### src/logic/dif_pkg.sv
package dif_pkg;

    // ==========================================
    // command codes
    localparam logic [7:0] OPC_IDLE_EXIT  = 8'h38;
    localparam logic [7:0] OPC_IDLE_ENTER = 8'h39;
    localparam logic [7:0] OPC_PIX_FORMAT = 8'h3a;
    localparam logic [7:0] OPC_MEM_CONT   = 8'h3c;

    // ==========================================
    // widths and field positions
    localparam int BUS_W       = 18;
    localparam int ADDR_W      = 9;
    localparam int FMT_W       = 3;
    localparam int OPC_W       = 8;
    localparam int FMT_VID_LSB = 4;
    localparam int FMT_CMD_LSB = 0;
    localparam int RED_MSB     = 17;
    localparam int GRN_MSB     = 11;
    localparam int BLU_MSB     = 5;
    localparam int COMP_W      = 6;
    localparam int FIFO_DEPTH  = 8;

    // ==========================================
    // reset values
    localparam logic [FMT_W-1:0]  FMT_RESET  = 3'h6;
    localparam logic [ADDR_W-1:0] ADDR_RESET = 9'h000;

    // ==========================================
    // command interpreter states
    typedef enum logic [1:0] {
        ST_IDLE,
        ST_FORMAT,
        ST_STREAM
    } dif_state_t;

endpackage

### src/logic/dif_cmd_core.sv
`timescale 1ns/10ps

// ==========================================
// pixel fifo
module dif_fifo #(
    parameter int WIDTH = 21,
    parameter int DEPTH = 8
) (
    // clock and reset
    input  wire logic             clk,
    input  wire logic             rst,
    // fill side
    input  wire logic             inValid,
    output logic                  inReady,
    input  wire logic [WIDTH-1:0] inData,
    // drain side
    output logic                  outValid,
    input  wire logic             outReady,
    output logic      [WIDTH-1:0] outData
);
    localparam int PW = $clog2(DEPTH);

    logic [WIDTH-1:0] store [DEPTH];
    logic [PW:0]      count;
    logic [PW-1:0]    wrPtr;
    logic [PW-1:0]    rdPtr;
    wire              doPush = inValid && inReady;
    wire              doPop  = outValid && outReady;

    assign inReady  = (count != DEPTH[PW:0]);
    assign outValid = (count != '0);
    assign outData  = store[rdPtr];

    always_ff @(posedge clk) begin
        if (doPush) begin
            store[wrPtr] <= inData;
        end
    end

    always_ff @(posedge clk or posedge rst) begin
        if (rst) begin
            count <= '0;
            wrPtr <= '0;
            rdPtr <= '0;
        end else begin
            count <= count + {{PW{1'b0}}, doPush} - {{PW{1'b0}}, doPop};
            if (doPush) wrPtr <= wrPtr + 1'b1;
            if (doPop) rdPtr <= rdPtr + 1'b1;
        end
    end
endmodule

// What this block does
// RL1 - command 39h, no parameter, enters idle mode
// RL2 - idle shows only each component's top bit
// RL3 - idle entry while idle changes nothing
// RL4 - every reset leaves idle mode off
// RL5 - command 3Ah takes one format byte
// RL6 - bits 6..4 video, 2..0 command format
// RL7 - format bits 7 and 3 ignored
// RL8 - unused interface keeps its format field
// RL9 - format applies only to later memory writes
// RL10 - hard reset 18bpp, soft reset keeps format
// RL11 - command 3Ch streams pixel words into memory
// RL12 - continue resumes after last written pixel
// RL13 - no exchange: columns first, then pages
// RL14 - exchange: pages first, then columns
// RL15 - no wrap: excess pixel words discarded
// RL16 - wrap: pointers reset, excess written again
// RL17 - host restarts write after window changes
// RL18 - 18-bit pixel words; next command ends
// RL19 - command 38h leaves idle mode
// RL20 - select low command, high data, rising strobe
// RL21 - commands accepted in every operating state
module dif_cmd_core
    import dif_pkg::*;
(
    // clock and reset
    input  wire logic              clk,
    input  wire logic              rst,
    input  wire logic              softReset,
    // host pins
    input  wire logic              chipSelect_n,
    input  wire logic              data_command_select,
    input  wire logic              write_strobe_n,
    input  wire logic [BUS_W-1:0]  hostData,
    output logic                   pixelInReady,
    // configuration
    input  wire logic              cmdIfUsed,
    input  wire logic              videoIfUsed,
    input  wire logic              row_column_exchange_bit,
    input  wire logic              overflow_wrap_mode,
    input  wire logic              writeStartLoad,
    input  wire logic [ADDR_W-1:0] first_column,
    input  wire logic [ADDR_W-1:0] last_column,
    input  wire logic [ADDR_W-1:0] first_page,
    input  wire logic [ADDR_W-1:0] last_page,
    // status
    output logic                   idleMode,
    output logic      [FMT_W-1:0]  cmdPixelFormat,
    output logic      [FMT_W-1:0]  videoPixelFormat,
    output logic                   windowFull,
    // frame memory write port
    output logic                   frameMemoryWrite,
    input  wire logic              frameMemoryReady,
    output logic      [ADDR_W-1:0] frameMemoryColumn,
    output logic      [ADDR_W-1:0] frameMemoryPage,
    output logic      [BUS_W-1:0]  frameMemoryData,
    output logic      [FMT_W-1:0]  frameMemoryFormat,
    // display path
    input  wire logic [BUS_W-1:0]  displayPixelIn,
    output logic      [BUS_W-1:0]  displayPixel
);
    // ==========================================
    // pin synchronisers
    logic [BUS_W+2:0] pinMeta;
    logic [BUS_W+2:0] pinSync;
    logic             strobePrev;

    always_ff @(posedge clk or posedge rst) begin
        if (rst) begin
            pinMeta    <= {3'h7, {BUS_W{1'b0}}};
            pinSync    <= {3'h7, {BUS_W{1'b0}}};
            strobePrev <= 1'b1;
        end else begin
            pinMeta    <= {write_strobe_n, chipSelect_n, data_command_select, hostData};
            pinSync    <= pinMeta;
            strobePrev <= pinSync[BUS_W+2];
        end
    end

    wire             syncStrobe = pinSync[BUS_W+2];
    wire             syncSel_n  = pinSync[BUS_W+1];
    wire             syncDc     = pinSync[BUS_W];
    wire [BUS_W-1:0] syncData   = pinSync[BUS_W-1:0];
    wire             strobeRise = syncStrobe && !strobePrev && !syncSel_n; // [RL20]
    wire             cmdWrite   = strobeRise && !syncDc;                   // [RL20]
    wire             dataWrite  = strobeRise && syncDc;                    // [RL20]
    wire [OPC_W-1:0] opcode     = syncData[OPC_W-1:0];

    // ==========================================
    // command decode
    dif_state_t state;
    dif_state_t next_state;

    wire isEnter  = cmdWrite && (opcode == OPC_IDLE_ENTER);
    wire isExit   = cmdWrite && (opcode == OPC_IDLE_EXIT);
    wire isFormat = cmdWrite && (opcode == OPC_PIX_FORMAT);
    wire isStream = cmdWrite && (opcode == OPC_MEM_CONT);
    wire fmtParam = dataWrite && (state == ST_FORMAT);
    wire pixWord  = dataWrite && (state == ST_STREAM);

    always_comb begin
        next_state = state;
        case (state)
            ST_FORMAT: if (fmtParam) next_state = ST_IDLE;
            default:   next_state = state;
        endcase
        if (isFormat) next_state = ST_FORMAT;                 // [RL5] [RL21]
        else if (isStream) next_state = ST_STREAM;            // [RL11] [RL21]
        else if (cmdWrite) next_state = ST_IDLE;              // [RL18]
    end

    always_ff @(posedge clk or posedge rst) begin
        if (rst) state <= ST_IDLE;
        else state <= next_state;
    end

    // ==========================================
    // idle mode and pixel formats
    always_ff @(posedge clk or posedge rst) begin
        if (rst) begin
            idleMode <= 1'b0;                                 // [RL4]
        end else if (softReset) begin
            idleMode <= 1'b0;                                 // [RL4]
        end else if (isEnter) begin
            idleMode <= 1'b1;                                 // [RL1] [RL3]
        end else if (isExit) begin
            idleMode <= 1'b0;                                 // [RL19]
        end
    end

    always_ff @(posedge clk or posedge rst) begin
        if (rst) begin
            cmdPixelFormat   <= FMT_RESET;                    // [RL10]
            videoPixelFormat <= FMT_RESET;                    // [RL10]
        end else if (fmtParam) begin
            if (cmdIfUsed) cmdPixelFormat <= syncData[FMT_CMD_LSB +: FMT_W];      // [RL6] [RL7] [RL8]
            if (videoIfUsed) videoPixelFormat <= syncData[FMT_VID_LSB +: FMT_W];  // [RL6] [RL7] [RL8]
        end
    end

    // ==========================================
    // pixel fifo, format travels with each word
    logic                   fifoOutValid;
    logic [BUS_W+FMT_W-1:0] fifoOut;

    dif_fifo #(
        .WIDTH (BUS_W + FMT_W),
        .DEPTH (FIFO_DEPTH)
    ) pixelFifo (
        .clk      (clk),
        .rst      (rst),
        .inValid  (pixWord),                                  // [RL11]
        .inReady  (pixelInReady),
        .inData   ({cmdPixelFormat, syncData}),               // [RL9] [RL18]
        .outValid (fifoOutValid),
        .outReady (frameMemoryReady || windowFull),
        .outData  (fifoOut)
    );

    // ==========================================
    // address pointers
    logic [ADDR_W-1:0] column;
    logic [ADDR_W-1:0] page;
    logic [ADDR_W-1:0] next_column;
    logic [ADDR_W-1:0] next_page;
    logic              next_full;

    wire colLast   = (column == last_column);
    wire pageLast  = (page == last_page);
    wire windowEnd = colLast && pageLast;
    wire drain     = fifoOutValid && frameMemoryReady && !windowFull;

    always_comb begin
        next_column = column;
        next_page   = page;
        next_full   = windowFull;
        if (drain) begin
            if (windowEnd) begin
                next_column = first_column;                   // [RL16]
                next_page   = first_page;                     // [RL16]
                next_full   = !overflow_wrap_mode;            // [RL15]
            end else if (!row_column_exchange_bit) begin
                if (!colLast) begin
                    next_column = column + 1'b1;              // [RL13]
                end else begin
                    next_column = first_column;               // [RL13]
                    next_page   = page + 1'b1;                // [RL13]
                end
            end else begin
                if (!pageLast) begin
                    next_page   = page + 1'b1;                // [RL14]
                end else begin
                    next_page   = first_page;                 // [RL14]
                    next_column = column + 1'b1;              // [RL14]
                end
            end
        end
        if (writeStartLoad) begin
            next_column = first_column;                       // [RL17]
            next_page   = first_page;                         // [RL17]
            next_full   = 1'b0;
        end
    end

    // pointers persist across commands so a continue resumes in place
    always_ff @(posedge clk or posedge rst) begin
        if (rst) begin
            column     <= ADDR_RESET;
            page       <= ADDR_RESET;
            windowFull <= 1'b0;
        end else begin
            column     <= next_column;                        // [RL12]
            page       <= next_page;                          // [RL12]
            windowFull <= next_full;                          // [RL15]
        end
    end

    assign frameMemoryWrite  = fifoOutValid && !windowFull;   // [RL15]
    assign frameMemoryColumn = column;
    assign frameMemoryPage   = page;
    assign frameMemoryData   = fifoOut[BUS_W-1:0];
    assign frameMemoryFormat = fifoOut[BUS_W +: FMT_W];       // [RL9]

    // ==========================================
    // display colour reduction
    wire [BUS_W-1:0] idlePixel = {{COMP_W{displayPixelIn[RED_MSB]}},
                                  {COMP_W{displayPixelIn[GRN_MSB]}},
                                  {COMP_W{displayPixelIn[BLU_MSB]}}};

    always_ff @(posedge clk or posedge rst) begin
        if (rst) displayPixel <= '0;
        else displayPixel <= idleMode ? idlePixel : displayPixelIn;   // [RL2]
    end

    // ==========================================
    // checks
    idle_enter_a: assert property (@(posedge clk) disable iff (rst) // [RL1]
        isEnter && !softReset |=> idleMode)
        else $error("idle entry not taken");
    idle_again_a: assert property (@(posedge clk) disable iff (rst) // [RL3]
        idleMode && isEnter && !softReset |=> idleMode && $stable(cmdPixelFormat))
        else $error("repeat idle entry changed state");
    idle_reset_a: assert property (@(posedge clk) disable iff (rst) // [RL4]
        softReset |=> !idleMode)
        else $error("soft reset left idle on");
    idle_exit_a: assert property (@(posedge clk) disable iff (rst) // [RL19]
        isExit && !isEnter |=> !idleMode)
        else $error("idle exit not taken");
    idle_color_a: assert property (@(posedge clk) disable iff (rst) // [RL2]
        idleMode |=> displayPixel[RED_MSB -: COMP_W] ==
            {COMP_W{$past(displayPixelIn[RED_MSB])}})
        else $error("idle colour not reduced");
    fmt_load_a: assert property (@(posedge clk) disable iff (rst) // [RL6]
        fmtParam && cmdIfUsed |=> cmdPixelFormat == $past(syncData[2:0]))
        else $error("command format not loaded");
    fmt_keep_a: assert property (@(posedge clk) disable iff (rst) // [RL10]
        softReset && !fmtParam |=> $stable(cmdPixelFormat) && $stable(videoPixelFormat))
        else $error("soft reset changed format");
    col_step_a: assert property (@(posedge clk) disable iff (rst) // [RL13]
        drain && !row_column_exchange_bit && !colLast && !writeStartLoad
            |=> column == $past(column) + 1'b1 && $stable(page))
        else $error("column did not advance");
    page_step_a: assert property (@(posedge clk) disable iff (rst) // [RL14]
        drain && row_column_exchange_bit && !pageLast && !writeStartLoad
            |=> page == $past(page) + 1'b1 && $stable(column))
        else $error("page did not advance");
    discard_a: assert property (@(posedge clk) disable iff (rst) // [RL15]
        drain && windowEnd && !overflow_wrap_mode && !writeStartLoad
            |=> windowFull && !frameMemoryWrite)
        else $error("excess pixel not discarded");
    wrap_a: assert property (@(posedge clk) disable iff (rst) // [RL16]
        drain && windowEnd && overflow_wrap_mode
            |=> column == first_column && page == first_page && !windowFull)
        else $error("window did not wrap");
    stream_end_a: assert property (@(posedge clk) disable iff (rst) // [RL18]
        cmdWrite && !isStream && !isFormat |=> state == ST_IDLE)
        else $error("stream not ended by command");
endmodule

### config.mk
export PLATFORM = sky130hd
export DESIGN_NAME = dif_cmd_core
export DESIGN_NICKNAME = d
export VERILOG_FILES = /design/src/logic/dif_pkg.sv /design/src/logic/dif_cmd_core.sv
export SDC_FILE = /design/constraint.sdc
export NUM_CORES = 1
export LEC_CHECK = 0
export BUFFER_PORTS_ARGS = -buffer_cell sky130_fd_sc_hd__buf_2
export CELL_PAD_IN_SITES_DETAIL_PLACEMENT = 0
export CELL_PAD_IN_SITES_GLOBAL_PLACEMENT = 2
export CORE_AREA = 8 8 166 168
export CTS_BUF_LIST = sky130_fd_sc_hd__clkbuf_4 sky130_fd_sc_hd__clkbuf_8
export CTS_CLUSTER_SIZE = 16
export DETAILED_ROUTE_END_ITERATION = 12
export DIE_AREA = 0 0 174 176
export GPL_ROUTABILITY_DRIVEN = 1
export PLACE_DENSITY = 0.91
export SETUP_SLACK_MARGIN = 0.2
export SLEW_MARGIN = 5
export SYNTH_ARGS = -nofsm -noshare
export SYNTH_HDL_FRONTEND = slang
export SYNTH_HIERARCHICAL = 1
export SYNTH_SLANG_ARGS = --single-unit
### constraint.sdc
create_clock -name clk -period 4.1 [get_ports clk]
set_input_delay 0.41 -clock clk [delete_from_list [all_inputs] [get_ports clk]]
set_output_delay 0.41 -clock clk [all_outputs]
set_load 0.005 [all_outputs]
## Word-level counts from Yosys, hierarchy flattened

Memories as Yosys holds them, arrays and structs flattened.
Index checks and enable logic that the tools add are counted.

| cells by class | value |
|---|---|
| equality and inequality tests | 10 |
| reduce and logical (&&, ||, !) cells | 35 |
| add/subtract/negate cells | 6 |
| mux-type cells | 26 |

Operators with widths:

| operator | number |
|---|---|
| $mux 9 | 12 |
| $eq 8x6->1 const B | 4 |
| $add 9x1->9 const B | 2 |
| $eq 9x9->1 | 2 |
| $mux 17 | 1 |
| $logic_and 1x1->1 | 16 |
| $reduce_bool 4->1 | 4 |
| $reduce_and 2->1 | 6 |
| $mux 2 | 5 |
| $mux 1 | 8 |
| $add 3x1->3 const B | 2 |
| $logic_not 1->1 | 5 |
| $add 4x1->4 | 1 |
| $ne 4x1->1 const B | 1 |
| $ne 4x4->1 const B | 1 |
| $reduce_bool 2->1 | 2 |
| $sub 4x1->4 | 1 |
| $reduce_bool 3->1 | 1 |
| $eq 2x1->1 const B | 1 |
| $eq 2x2->1 const B | 1 |
| $logic_or 1x1->1 | 1 |

| storage, ports and cells | value |
|---|---|
| word-level logic and storage cells | 92 |
| memory bits (writable) | 168 |
| bits of input ports | 84 |
| output and inout bits | 67 |
| register bits | 99 |
| memories kept | 1 |

Memories:

| memory | words | bits a word | read ports | clocked after Yosys merged registers in | write ports | RTL line | source |
|---|---|---|---|---|---|---|---|
| pixelFifo.store | 8 | 21 | 1 | 0 | 1 | dif_cmd_core.sv:23 | `logic [WIDTH-1:0] store [DEPTH];` |

## Depth between registers and ports, before layout

Gate-level depths: netlist of run 1.

| logic depth | value |
|---|---|
| depth in word-level cells | 10 |
| depth in mapped cells | 11 |
| gate-level depth less buffers | 11 |

## Hierarchy

Netlist of run 1, hierarchy kept.

Modules (own cells, without submodules):

| module | area an instance (µm²) | cells each | times used | seq. area each (µm²) |
|---|---|---|---|---|
| dif_fifo | 7,036.7 | 299 | 1 | 5,295.1 |
| dif_cmd_core | 3,672.3 | 306 | 1 | 2,240.9 |

## Worst setup path after synthesis of run 1

Ideal clock, no wire load.

| timing path | value |
|---|---|
| path type | register to register |
| start point | register pinSync[20] |
| end point | memory pixelFifo.store[1][0] (enable) |
| setup time | 425 ps |
| data arrival time | 2,846 ps |
| path slack | 829 ps |
| cell stages (with the launch flop) | 6 |
| clock period less this slack | 3,271 ps |
| data required time | 3,675 ps |
| buffers on the path | 0 |
| cell sequence | dfstp_2 -> nor3b_1 -> nand2_1 -> nor3b_1 -> nand3_1 -> nor3_1 |

| on the way | value |
|---|---|
| cells in the longest elaborated chain, start to end | 7 |

Ends and longest elaborated chain:

| what | RTL line | source |
|---|---|---|
| start: declaration | dif_cmd_core.sv:117 | `logic [BUS_W+2:0] pinSync;` |
| start signal: assignment | dif_cmd_core.sv:123 | `pinSync <= {3'h7, {BUS_W{1'b0}}};` |
| start signal: assignment | dif_cmd_core.sv:127 | `pinSync <= pinMeta;` |
| $logic_and 1x1->1 (2 in series) | dif_cmd_core.sv:136 | `wire strobeRise = syncStrobe && !strobePrev && !syncSel_n;` |
| $logic_and 1x1->1 | dif_cmd_core.sv:138 | `wire dataWrite = strobeRise && syncDc;` |
| $logic_and 1x1->1 | dif_cmd_core.sv:151 | `wire pixWord = dataWrite && (state == ST_STREAM);` |
| net pixWord | dif_cmd_core.sv:151 |  |
| $logic_and 1x1->1 | dif_cmd_core.sv:27 | `wire doPush = inValid && inReady;` |
| $mux 1 | dif_cmd_core.sv:35 | `if (doPush) begin` |
| $mux 1 (not written as such) | dif_cmd_core.sv:36 | `store[wrPtr] <= inData;` |
| end: declaration | dif_cmd_core.sv:23 |  |

The timed path passes the listed nets, and every way through them passes these cells.

## Worst setup path in the final report of run 1

| timing path | value |
|---|---|
| start point | register pixelFifo.rdPtr[2] |
| end point | output frameMemoryFormat[2] |

| on the way | value |
|---|---|
| cells in the longest elaborated chain, start to end | 1 |

Ends and longest elaborated chain:

| what | RTL line | source |
|---|---|---|
| start: declaration | dif_cmd_core.sv:26 | `logic [PW-1:0] rdPtr;` |
| start signal: assignment | dif_cmd_core.sv:48 | `if (doPop) rdPtr <= rdPtr + 1'b1;` |
| $mem_v2 8x21 | -- |  |
| end: declaration | dif_cmd_core.sv:109 | `output logic [FMT_W-1:0] frameMemoryFormat,` |

No other way between the ends.

==> results of run 1 <==
==> final timing paths <==
kind                                           startpoint                               end  slack, ns  cells after the start
hold / removal                              first_page[6]    frameMemoryPage[6]$_DFFE_PP0P_       0.09                      2
min in group asynchronous                             rst    pixelFifo/rdPtr[1]$_DFFE_PP0P_       0.45                      3
setup / recovery           pixelFifo/rdPtr[2]$_DFFE_PP0P_              frameMemoryFormat[2]       1.08                      4
max in group asynchronous                             rst  frameMemoryColumn[8]$_DFFE_PP0P_       2.57                      4
hold reg to reg                      pinMeta[1]$_DFF_PP0_              pinSync[1]$_DFF_PP0_       0.35                      0
setup reg to reg                    pinSync[20]$_DFF_PP1_      pixelFifo/count[2]$_DFF_PP0_       1.42                      9
==> power groups by stage <==
stage / clock (mW) / combinational [mW] / sequential [mW]
after floorplan: 0 / 1.07 / 3.11
after global placement: 0 / 1.44 / 3.17
after detailed placement: 0 / 1.45 / 3.18
after CTS: 2.37 / 1.48 / 3.12
after global routing: 2.50 / 1.59 / 3.14
final: 2.31 / 1.44 / 3.12
==> registers in the layout, summed over array words and instances (netlist names), 4 cells and up <==
signal	flops
pixelFifo/store	168
frameMemoryColumn	9
pinSync	21
pixelFifo/count	4
frameMemoryPage	9
displayPixel	18
pinMeta	21
==> final cells by class <==
class / count / share of cell area
repair buffers: 188 / 0.0846
inverters: 33 / 0.00971
multi-input cells: 285 / 0.227
flip-flops and latches: 267 / 0.579
clock inverters: 11 / 0.00692
well taps: 330 / 0.0317
clock buffers: 67 / 0.0617
==> logic make-up (layout without fill, tap and decap cells) <==
logic type      after synthesis  in the layout
buf+inv                      53            299
compound gates               70             70
fa+ha+maj                    11             11
simple gates                105            105
xor+xnor                     24             24
flops                       267            267
mux                          75             75
==> per-layer routing <==
metal | routed length (µm) | global-route usage | vias to the layer above
met2 | 11300 | 0.250 | 196
met1 | 9490 | 0.185 | 3018
met5 | 0 | 0 | -
li1 | - | - | 2795
met4 | 337 | 0.0449 | 0
met3 | 1430 | 0.0391 | 28
==> synthesized netlist by cell type, types with 3 or more instances <==
| master | instances | area [µm²] |
|---|---|---|
| a211o_1 | 3 | 26.3 |
| a21oi_1 | 7 | 35.0 |
| a31oi_1 | 4 | 25.0 |
| and2_1 | 3 | 18.8 |
| buf_6 | 6 | 67.6 |
| clkbuf_1 | 12 | 45.0 |
| dfrtp_1 | 88 | 2200 |
| dfstp_2 | 11 | 289 |
| edfxtp_1 | 168 | 5040 |
| ha_1 | 10 | 125 |
| inv_1 | 33 | 124 |
| mux2_2 | 30 | 338 |
| mux4_1 | 38 | 998 |
| mux4_2 | 4 | 90.1 |
| nand2_1 | 24 | 90.1 |
| nand2b_1 | 4 | 25.0 |
| nand3_1 | 12 | 60.1 |
| nand4_1 | 4 | 25.0 |
| nor2_1 | 21 | 78.8 |
| nor3_1 | 10 | 50.1 |
| nor3b_1 | 3 | 22.5 |
| o21ai_0 | 21 | 105 |
| o22ai_1 | 3 | 18.8 |
| or3_1 | 3 | 18.8 |
| xnor2_1 | 4 | 35.0 |
| xor2_1 | 19 | 166 |
==> critical path, cell delays in order (launching register included) <==
cell	delay (ns)
dfrtp_1	0.81
buf_4	0.47
mux4_1	0.36
mux2_2	0.30
buf_2	0.13
==> through the flow <==
| stage | hold slack, ns | instance area [µm²] | worst slack (ns) |
|---|---|---|---|
| floorplan | 0.250 | 10700 | 0.829 |
| global placement | 0.332 | 11900 | 1.46 |
| detailed placement | 0.335 | 11900 | 1.40 |
| CTS | 0.0508 | 13000 | 1.00 |
| global route | 0.0632 | 13000 | 0.914 |
| finish | 0.0917 | 13000 | 1.08 |
==> flow_summary.yaml, run 1 <==
outcome:
  status: "finished, final reports clean"
layout:
  fillers: 2048
  drive_above_1_share: 0.363
  multiInputGateArea_mm2: 0.00295
  utilization: 0.525
  regArea_mm2: 0.00754
  layout_common_cells: "edfxtp_1, buf_2, dfrtp_1"
  syn2layout_area_growth_pct: 21.6
  layout_commonest_cell: "edfxtp_1"
  final_nets: 913
  antenna_cells: 0
  fin_cells: 1181
power:
  swShare: 0.261
  combinationalPowerShare: 0.209
  power_mw: 6.87
  max-vdd-ir-drop_v: 0.000261
  powerDensity_mw_per_mm2: 528
  p_leak_nw: 5.08
  internal_power_mw: 5.08
  pwr-share-clk: 0.336
  switchingPower_mw: 1.79
  p_seq_frac: 0.455
synth:
  synth_fa_ha_area_frac: 0.0136
  synth-main-ff-cell: "edfxtp_1"
  syn-num-nets: 700
  synth-xor-area-share: 0.0203
  synth_top_family_by_area: "multiplexers"
  synth-compound-area-share: 0.0495
  yosys.area_share.simple: 0.0530
  syn_area_mm2: 0.0107
  synth_mux_area_frac: 0.137
  async_reset_ff_frac: 0.371
  ys_types: 72
  synth.avg_cell_area_um2: 17.7
  synth_edf_count: 168
  synth_seq_cells: 267
  netlist_instances: 605
  synth_warnings: 6
  synth-seq-area-share: 0.704
grt:
  antenna_found_initial: 0
  grt_pass1_vias: 6532
  grt_max_degree: 75
  grt.overflow.total: 0
  grt_pass1_wl_um: 35800
  track_usage: 0.148
timing:
  finalHoldViolations: 0
  setup_tns_ns: 0
  setup_viol: 0
  fin_crit_ns: 3.02
  slew_headroom: 0.341
  rsz0062_at_grt: "false"
  slew_viol_final: 0
  fmaxAchievable_mhz: 331
  fin_skew_ns: 0.0232
  period_share: 0.738
  tightest_slew_ns: 0.989
die:
  die-area_mm2: 0.0306
  die_y_um: 176
  rows: 58
  start_util: 0.431
  num_io_pins: 151
  coreArea_mm2: 0.0248
  dieWidth_um: 174
clocking:
  clk-insertion-delay-late_ns: 0.55
  cts_tree: "yes"
  cts_root_buf: "clkbuf_8"
  cts_htree_levels: 2
  cts_setup_buffers: 0
  cts_resized: 0
  cts_buffers: 43
  clk_transition_reported_paths_ns: 0.06
  cts_buffer_depth: 3
  cts_sinks: 267
  hold_buffers: 26
detailed_routing:
  detail_route.first_pass.iterations: 6
  vias: 6037
  wl_per_cell_um: 19.1
  drt_iter0_markers: 377
  drc_errors: 0
  wirelength_um: 22600
  ant_nets: 0
  vias_per_cell: 5.11
worst_hold_path:
  min_path_type: "in -> reg"
placed_design:
  io_buffer_count: 150
  place_inst: 1077
  routabilityCongestion: 0.758
  dp_hpwl_um: 14200
worst_setup_path:
  worstPathArrival_ns: 2.61
  critPathCaptureType: "output port"
  setup.worst_path.class: "reg -> out"
  crit_required_ns: 3.69
  worstPathMaxFanout: 28
  start_kind: "register"
flow_run:
  cap_violations: 0
Note: power is estimated with default switching activity, not from simulation.
==> inputs of run 2 (changes only) <==
- CORE_AREA: 8 8 166 168 -> 8 8 175 177
- DIE_AREA: 0 0 174 176 -> 0 0 183 185
- PLACE_DENSITY: 0.91 -> 0.87
- clock period: 4.1 -> 2.5 ns (I/O delays scaled with it)
==> flow_summary.yaml, run 2 (synthesis gave the netlist of run 1 again) <==
worst_setup_path:
  critPathCaptureType: "output port"
  worstPathArrival_ns: 2.21
  start_kind: "register"
  reg2regPathDepth: 10
  startpoint: "pixelFifo/rdPtr[0]$_DFFE_PP0P_"
  reg2reg_slack_ns: 0.23
  reg2reg_from: "pinSync[20]$_DFF_PP1_"
  worstPathMaxFanout: 7
  crit_path_end: "frameMemoryFormat[2]"
  setup.worst_path.class: "reg -> out"
  crit_required_ns: 2.25
  worstReg2RegEnd: "pixelFifo/count[2]$_DFF_PP0_"
timing:
  setup_viol: 0
  rsz0062_at_grt: "true"
  slew_viol_final: 0
  tightest_slew_ns: 0.845
  fin_skew_ns: 0.0178
  fin_crit_ns: 2.46
  period_share: 0.983
  slew_headroom: 0.436
  finalWorstSetupSlack_ns: 0.0434
  fmaxAchievable_mhz: 407
  finalHoldViolations: 0
detailed_routing:
  wl_per_cell_um: 19.2
  vias: 6395
  detail_route.first_pass.iterations: 5
  drt_iter0_markers: 347
  ant_nets: 0
  vias_per_cell: 4.86
  wirelength_um: 25300
  drc_errors: 0
die:
  die_y_um: 185
  coreArea_mm2: 0.0281
  num_io_pins: 151
  die-area_mm2: 0.0339
  start_util: 0.381
  rows: 62
  dieWidth_um: 183
grt:
  grt_pass1_vias: 6987
  track_usage: 0.147
  grt_pass1_wl_um: 39200
  antenna_found_initial: 2
  grt_max_degree: 61
  grt.overflow.total: 0
clocking:
  cts_buffers: 45
  clk_transition_reported_paths_ns: 0.06
  cts_root_buf: "clkbuf_8"
  clk-insertion-delay-late_ns: 0.55
  cts_sinks: 267
  cts_tree: "yes"
  cts_htree_levels: 2
  cts_buffer_depth: 3
placed_design:
  routabilityCongestion: 0.783
  dp_hpwl_um: 15000
  io_buffer_count: 150
  dp_slack_ns: 0.158
layout:
  syn2layout_area_growth_pct: 32.5
  fillers: 2358
  drive_above_1_share: 0.439
  regMostFlops: "pixelFifo/store"
  final_nets: 994
  largest_reg_flops: 168
  layout_common_cells: "edfxtp_1, buf_2, dfrtp_1"
  layout_commonest_cell: "edfxtp_1"
  reg.largest.list: "pixelFifo/store (168), pinMeta (21), pinSync (21)"
  utilization: 0.505
power:
  pwr-share-clk: 0.307
  combinationalPowerShare: 0.277
  internal_power_mw: 8.87
  max-vdd-ir-drop_v: 0.000327
  switchingPower_mw: 3.26
  p_leak_nw: 5.50
  p_seq_frac: 0.416
  swShare: 0.269
  powerDensity_mw_per_mm2: 855
worst_hold_path:
  min_path_type: "in -> reg"
flow_run:
  cap_violations: 0
outcome:
  status: "finished, final reports clean"
[run 2: changes by cell type in the layout (fill, tap and decap cells not counted), moves of 11 or more]
| cell | change |
|---|---|
| mux4_2 | +30 |
| buf_4 | +25 |
| buf_6 | +19 |
| buf_2 | -11 |
| mux2_2 | -11 |
| buf_12 | +13 |
| mux2_4 | +12 |
| dlygate4sd3_1 | +26 |
| mux4_1 | -30 |
[run 2: critical path: stages, from the launching register on]
cell	delay, ns
dfrtp_2	0.37
buf_6	0.12
buf_12	0.11
buf_16	0.14
mux4_2	0.50
mux2_4	0.30
buf_6	0.12
[run 2: worst min path at each step]
| stage | end | startpoint | cells after the start |
|---|---|---|---|
| detailed placement | pixelFifo/rdPtr[2]$_DFFE_PP0P_ | rst | 2 |
| finish | cmdPixelFormat[1]$_DFFE_PP1P_ | cmdIfUsed | 3 |
| CTS | frameMemoryPage[5]$_DFFE_PP0P_ | first_page[5] | 3 |
| global route | cmdPixelFormat[1]$_DFFE_PP1P_ | cmdIfUsed | 3 |
| floorplan | pixelFifo/count[0]$_DFF_PP0_ | rst | 1 |
| global placement | pixelFifo/rdPtr[2]$_DFFE_PP0P_ | rst | 2 |
[run 2: power groups by stage]
| stage | clock network [mW] | registers (mW) | logic, mW |
|---|---|---|---|
| final | 3.73 | 5.04 | 3.36 |
| after global routing | 4.04 | 5.06 | 3.67 |
| after CTS | 3.85 | 5.04 | 3.28 |
| after detailed placement | 0 | 5.12 | 2.65 |
| after global placement | 0 | 5.11 | 2.62 |
| after floorplan | 0 | 5.10 | 1.76 |
[run 2: what timing repair did]
action                                 4_1_cts  5_1_grt
hold buffers                                52        0
cloned                                       3        5
endpoints found under the hold margin       90        0
pin swaps                                    5       13
gates resized for setup                     48       41
buffers inserted                            15        9
setup endpoints to repair                   25      204
[run 2: final cells by class]
class | count | area [µm²] | share of cell area
antenna | 1 | 2.50 | 0.000176
clock buffer | 64 | 787 | 0.0555
clock inverter | 16 | 85.1 | 0.00600
inverter | 33 | 130 | 0.00917
multi-input combinational | 285 | 3010 | 0.212
sequential | 267 | 7540 | 0.531
tap | 384 | 480 | 0.0339
timing repair buffer | 267 | 2150 | 0.152
[run 2: per-layer routing]
| metal | vias to the layer above | routed length (µm) | GRT usage | part of all wire |
|---|---|---|---|---|
| li1 | 2937 | - | - | - |
| met1 | 3200 | 10500 | 0.185 | 0.42 |
| met2 | 218 | 12500 | 0.247 | 0.50 |
| met3 | 38 | 1760 | 0.0414 | 0.070 |
| met4 | 2 | 422 | 0.0420 | 0.017 |
| met5 | - | 10 | 0 | 0.00040 |
[run 2: per-stage QoR]
step                      area (µm²)  TNS, ns  power (mW)  std cells  hold WS (ns)
after floorplan                10800        0        6.85        605        0.0902
after global placement         12200        0        7.74       1152         0.322
after detailed placement       12200        0        7.77       1152         0.311
after CTS                      13900        0        12.2       1302       0.00999
after global routing           14200   -0.130        12.8       1317        0.0115
final                          14200        0        12.1       1317        0.0140
==> inputs of run 3 (changes only) <==
- PLACE_DENSITY: 0.87 -> default
- PLACE_DENSITY_LB_ADDON: default -> 0.1
==> flow_summary.yaml, run 3 (synthesis gave the netlist of run 1 again) <==
worst_setup_path:
  startpoint: "pixelFifo/rdPtr[0]$_DFFE_PP0P_"
  cp_slowest_cell: "mux4_1"
  crit_chain: "buf_12 > mux4_1 > mux2_2 > buf_2"
  reg2reg_slack_ns: 0.29
  worstPathMaxFanout: 24
  setup.worst_path.class: "reg -> out"
  cpPeakStageDelay_ns: 0.60
  worstPathArrival_ns: 2.19
  crit_buf_inv: 2
  crit_path_end: "frameMemoryFormat[2]"
  reg2reg_from: "frameMemoryPage[5]$_DFFE_PP0P_"
  crit_required_ns: 2.25
  crit_cells: 4
  crit_family: "multiplexers"
  start_kind: "register"
  critPathCaptureType: "output port"
  reg2regPathDepth: 6
  worstReg2RegEnd: "frameMemoryColumn[3]$_DFFE_PP0P_"
power:
  pwr-share-clk: 0.336
  max-vdd-ir-drop_v: 0.000473
  combinationalPowerShare: 0.249
  powerDensity_mw_per_mm2: 867
  switchingPower_mw: 3.23
  swShare: 0.266
  p_seq_frac: 0.416
  internal_power_mw: 8.93
  p_leak_nw: 5.46
timing:
  setup_viol: 0
  slew_headroom: 0.628
  finalWorstSetupSlack_ns: 0.0564
  finalHoldViolations: 0
  rsz0062_at_grt: "true"
  fmaxAchievable_mhz: 409
  tightest_slew_ns: 0.558
  fin_skew_ns: 0.0203
  period_share: 0.977
  setup_tns_ns: 0
  slew_viol_final: 0
  fin_crit_ns: 2.44
grt:
  antenna_found_initial: 1
  grt_pass1_wl_um: 38900
  top_usage_layer: "met2"
  grt_pass1_vias: 6867
  use_met3: 0.0394
  grt.overflow.total: 0
  grt_max_degree: 64
  grtUsageMet1: 0.188
  use_met2: 0.245
  track_usage: 0.148
layout:
  antenna_cells: 0
  largest_reg_flops: 168
  fin_cells: 1304
  syn2layout_area_growth_pct: 30.9
  fin_area_mm2: 0.0140
  layout_commonest_cell: "edfxtp_1"
  layout_common_cells: "edfxtp_1, buf_2, dfrtp_1"
  drive_above_1_share: 0.413
  regMostFlops: "pixelFifo/store"
  reg.largest.list: "pixelFifo/store (168), pinMeta (21), pinSync (21)"
  final_nets: 980
clocking:
  cts_htree_levels: 2
  cts_tree: "yes"
  cts_sinks: 267
  cts_buffers: 46
  clk-insertion-delay-late_ns: 0.55
  cts_buffer_depth: 3
  cts_root_buf: "clkbuf_8"
  clk_transition_reported_paths_ns: 0.06
die:
  coreArea_mm2: 0.0281
  die-area_mm2: 0.0339
  dieWidth_um: 183
  rows: 62
  die_y_um: 185
  start_util: 0.381
  num_io_pins: 151
placed_design:
  io_buffer_count: 150
  routabilityCongestion: 0.793
  dp_hpwl_um: 15500
  place_inst: 1153
  dpl_cell_area_mm2: 0.0123
  dp_slack_ns: 0.115
detailed_routing:
  drc_errors: 0
  vias_per_cell: 4.83
  wl_per_cell_um: 19.0
  drt_iter0_markers: 259
  vias: 6301
  wirelength_um: 24800
  detail_route.first_pass.iterations: 4
  ant_nets: 0
worst_hold_path:
  min_path_type: "in -> reg"
outcome:
  status: "finished, final reports clean"
flow_run:
  cap_violations: 0
[run 3: cell types whose count changed in the layout (fill, tap and decap cells not counted), moves of 3 or more]
cell and change:
clkbuf_8 +6, clkinv_2 -3, buf_2 +6, mux4_2 -19, mux2_4 -7, mux4_1 +19
mux2_2 +6, clkinv_1 -3, buf_6 -12, clkbuf_16 -4
[run 3: how the worst min path moves through the flow]
| stage | start | cells after the start | to |
|---|---|---|---|
| global route | first_column[7] | 3 | frameMemoryColumn[7]$_DFFE_PP0P_ |
| detailed placement | rst | 2 | pixelFifo/count[3]$_DFF_PP0_ |
| global placement | rst | 2 | pixelFifo/count[2]$_DFF_PP0_ |
| CTS | first_column[7] | 3 | frameMemoryColumn[7]$_DFFE_PP0P_ |
| finish | first_column[7] | 3 | frameMemoryColumn[7]$_DFFE_PP0P_ |
| floorplan | rst | 1 | pixelFifo/count[0]$_DFF_PP0_ |
[run 3: power groups by stage]
stage / Sequential (mW) / Combinational (mW) / Clock [mW]
final: 5.06 / 3.03 / 4.08
after global routing: 5.08 / 3.30 / 4.43
after CTS: 5.05 / 2.92 / 4.24
after detailed placement: 5.16 / 2.64 / 0
after global placement: 5.15 / 2.60 / 0
after floorplan: 5.10 / 1.76 / 0
[run 3: stage by stage]
stage                     hold WS, ns   util  power [mW]
after floorplan                0.0902      -        6.85
after global placement          0.281  0.437        7.75
after detailed placement        0.286  0.437        7.80
after CTS                    0.000484  0.493        12.2
after global routing           0.0259  0.499        12.8
final                          0.0408  0.499        12.2
[run 3: timing repair]
item                                   in CTS  in global routing
setup endpoints to repair                  26                117
pin swaps                                   4                 13
hold buffers                               52                  0
buffers inserted                            7                  8
endpoints found under the hold margin     139                  0
cloned                                      1                  0
resized for setup                          21                 28
[run 3: final cells by class]
cell class | instances | area (µm²)
clock buffer | 72 | 885
clock inverter | 11 | 83.8
fill | 2463 | 14100
inverter | 33 | 128
multi-input combinational | 285 | 3050
sequential | 267 | 7540
tap | 384 | 480
timing repair buffer | 252 | 1860
[run 3: worst register-to-register path, cell delays in order (launching register included)]
cell and delay [ns]:
dfrtp_1 0.49, xor2_1 0.23, nor4_4 0.38, a31oi_4 0.21
nor2_4 0.21, mux2_2 0.35, o221a_1 0.23
[run 3: per-layer routing]
metal,share of wire,wire length (µm)
met2,0.49,12200
met1,0.44,10800
met5,0.00052,13
met3,0.055,1380
met4,0.016,399
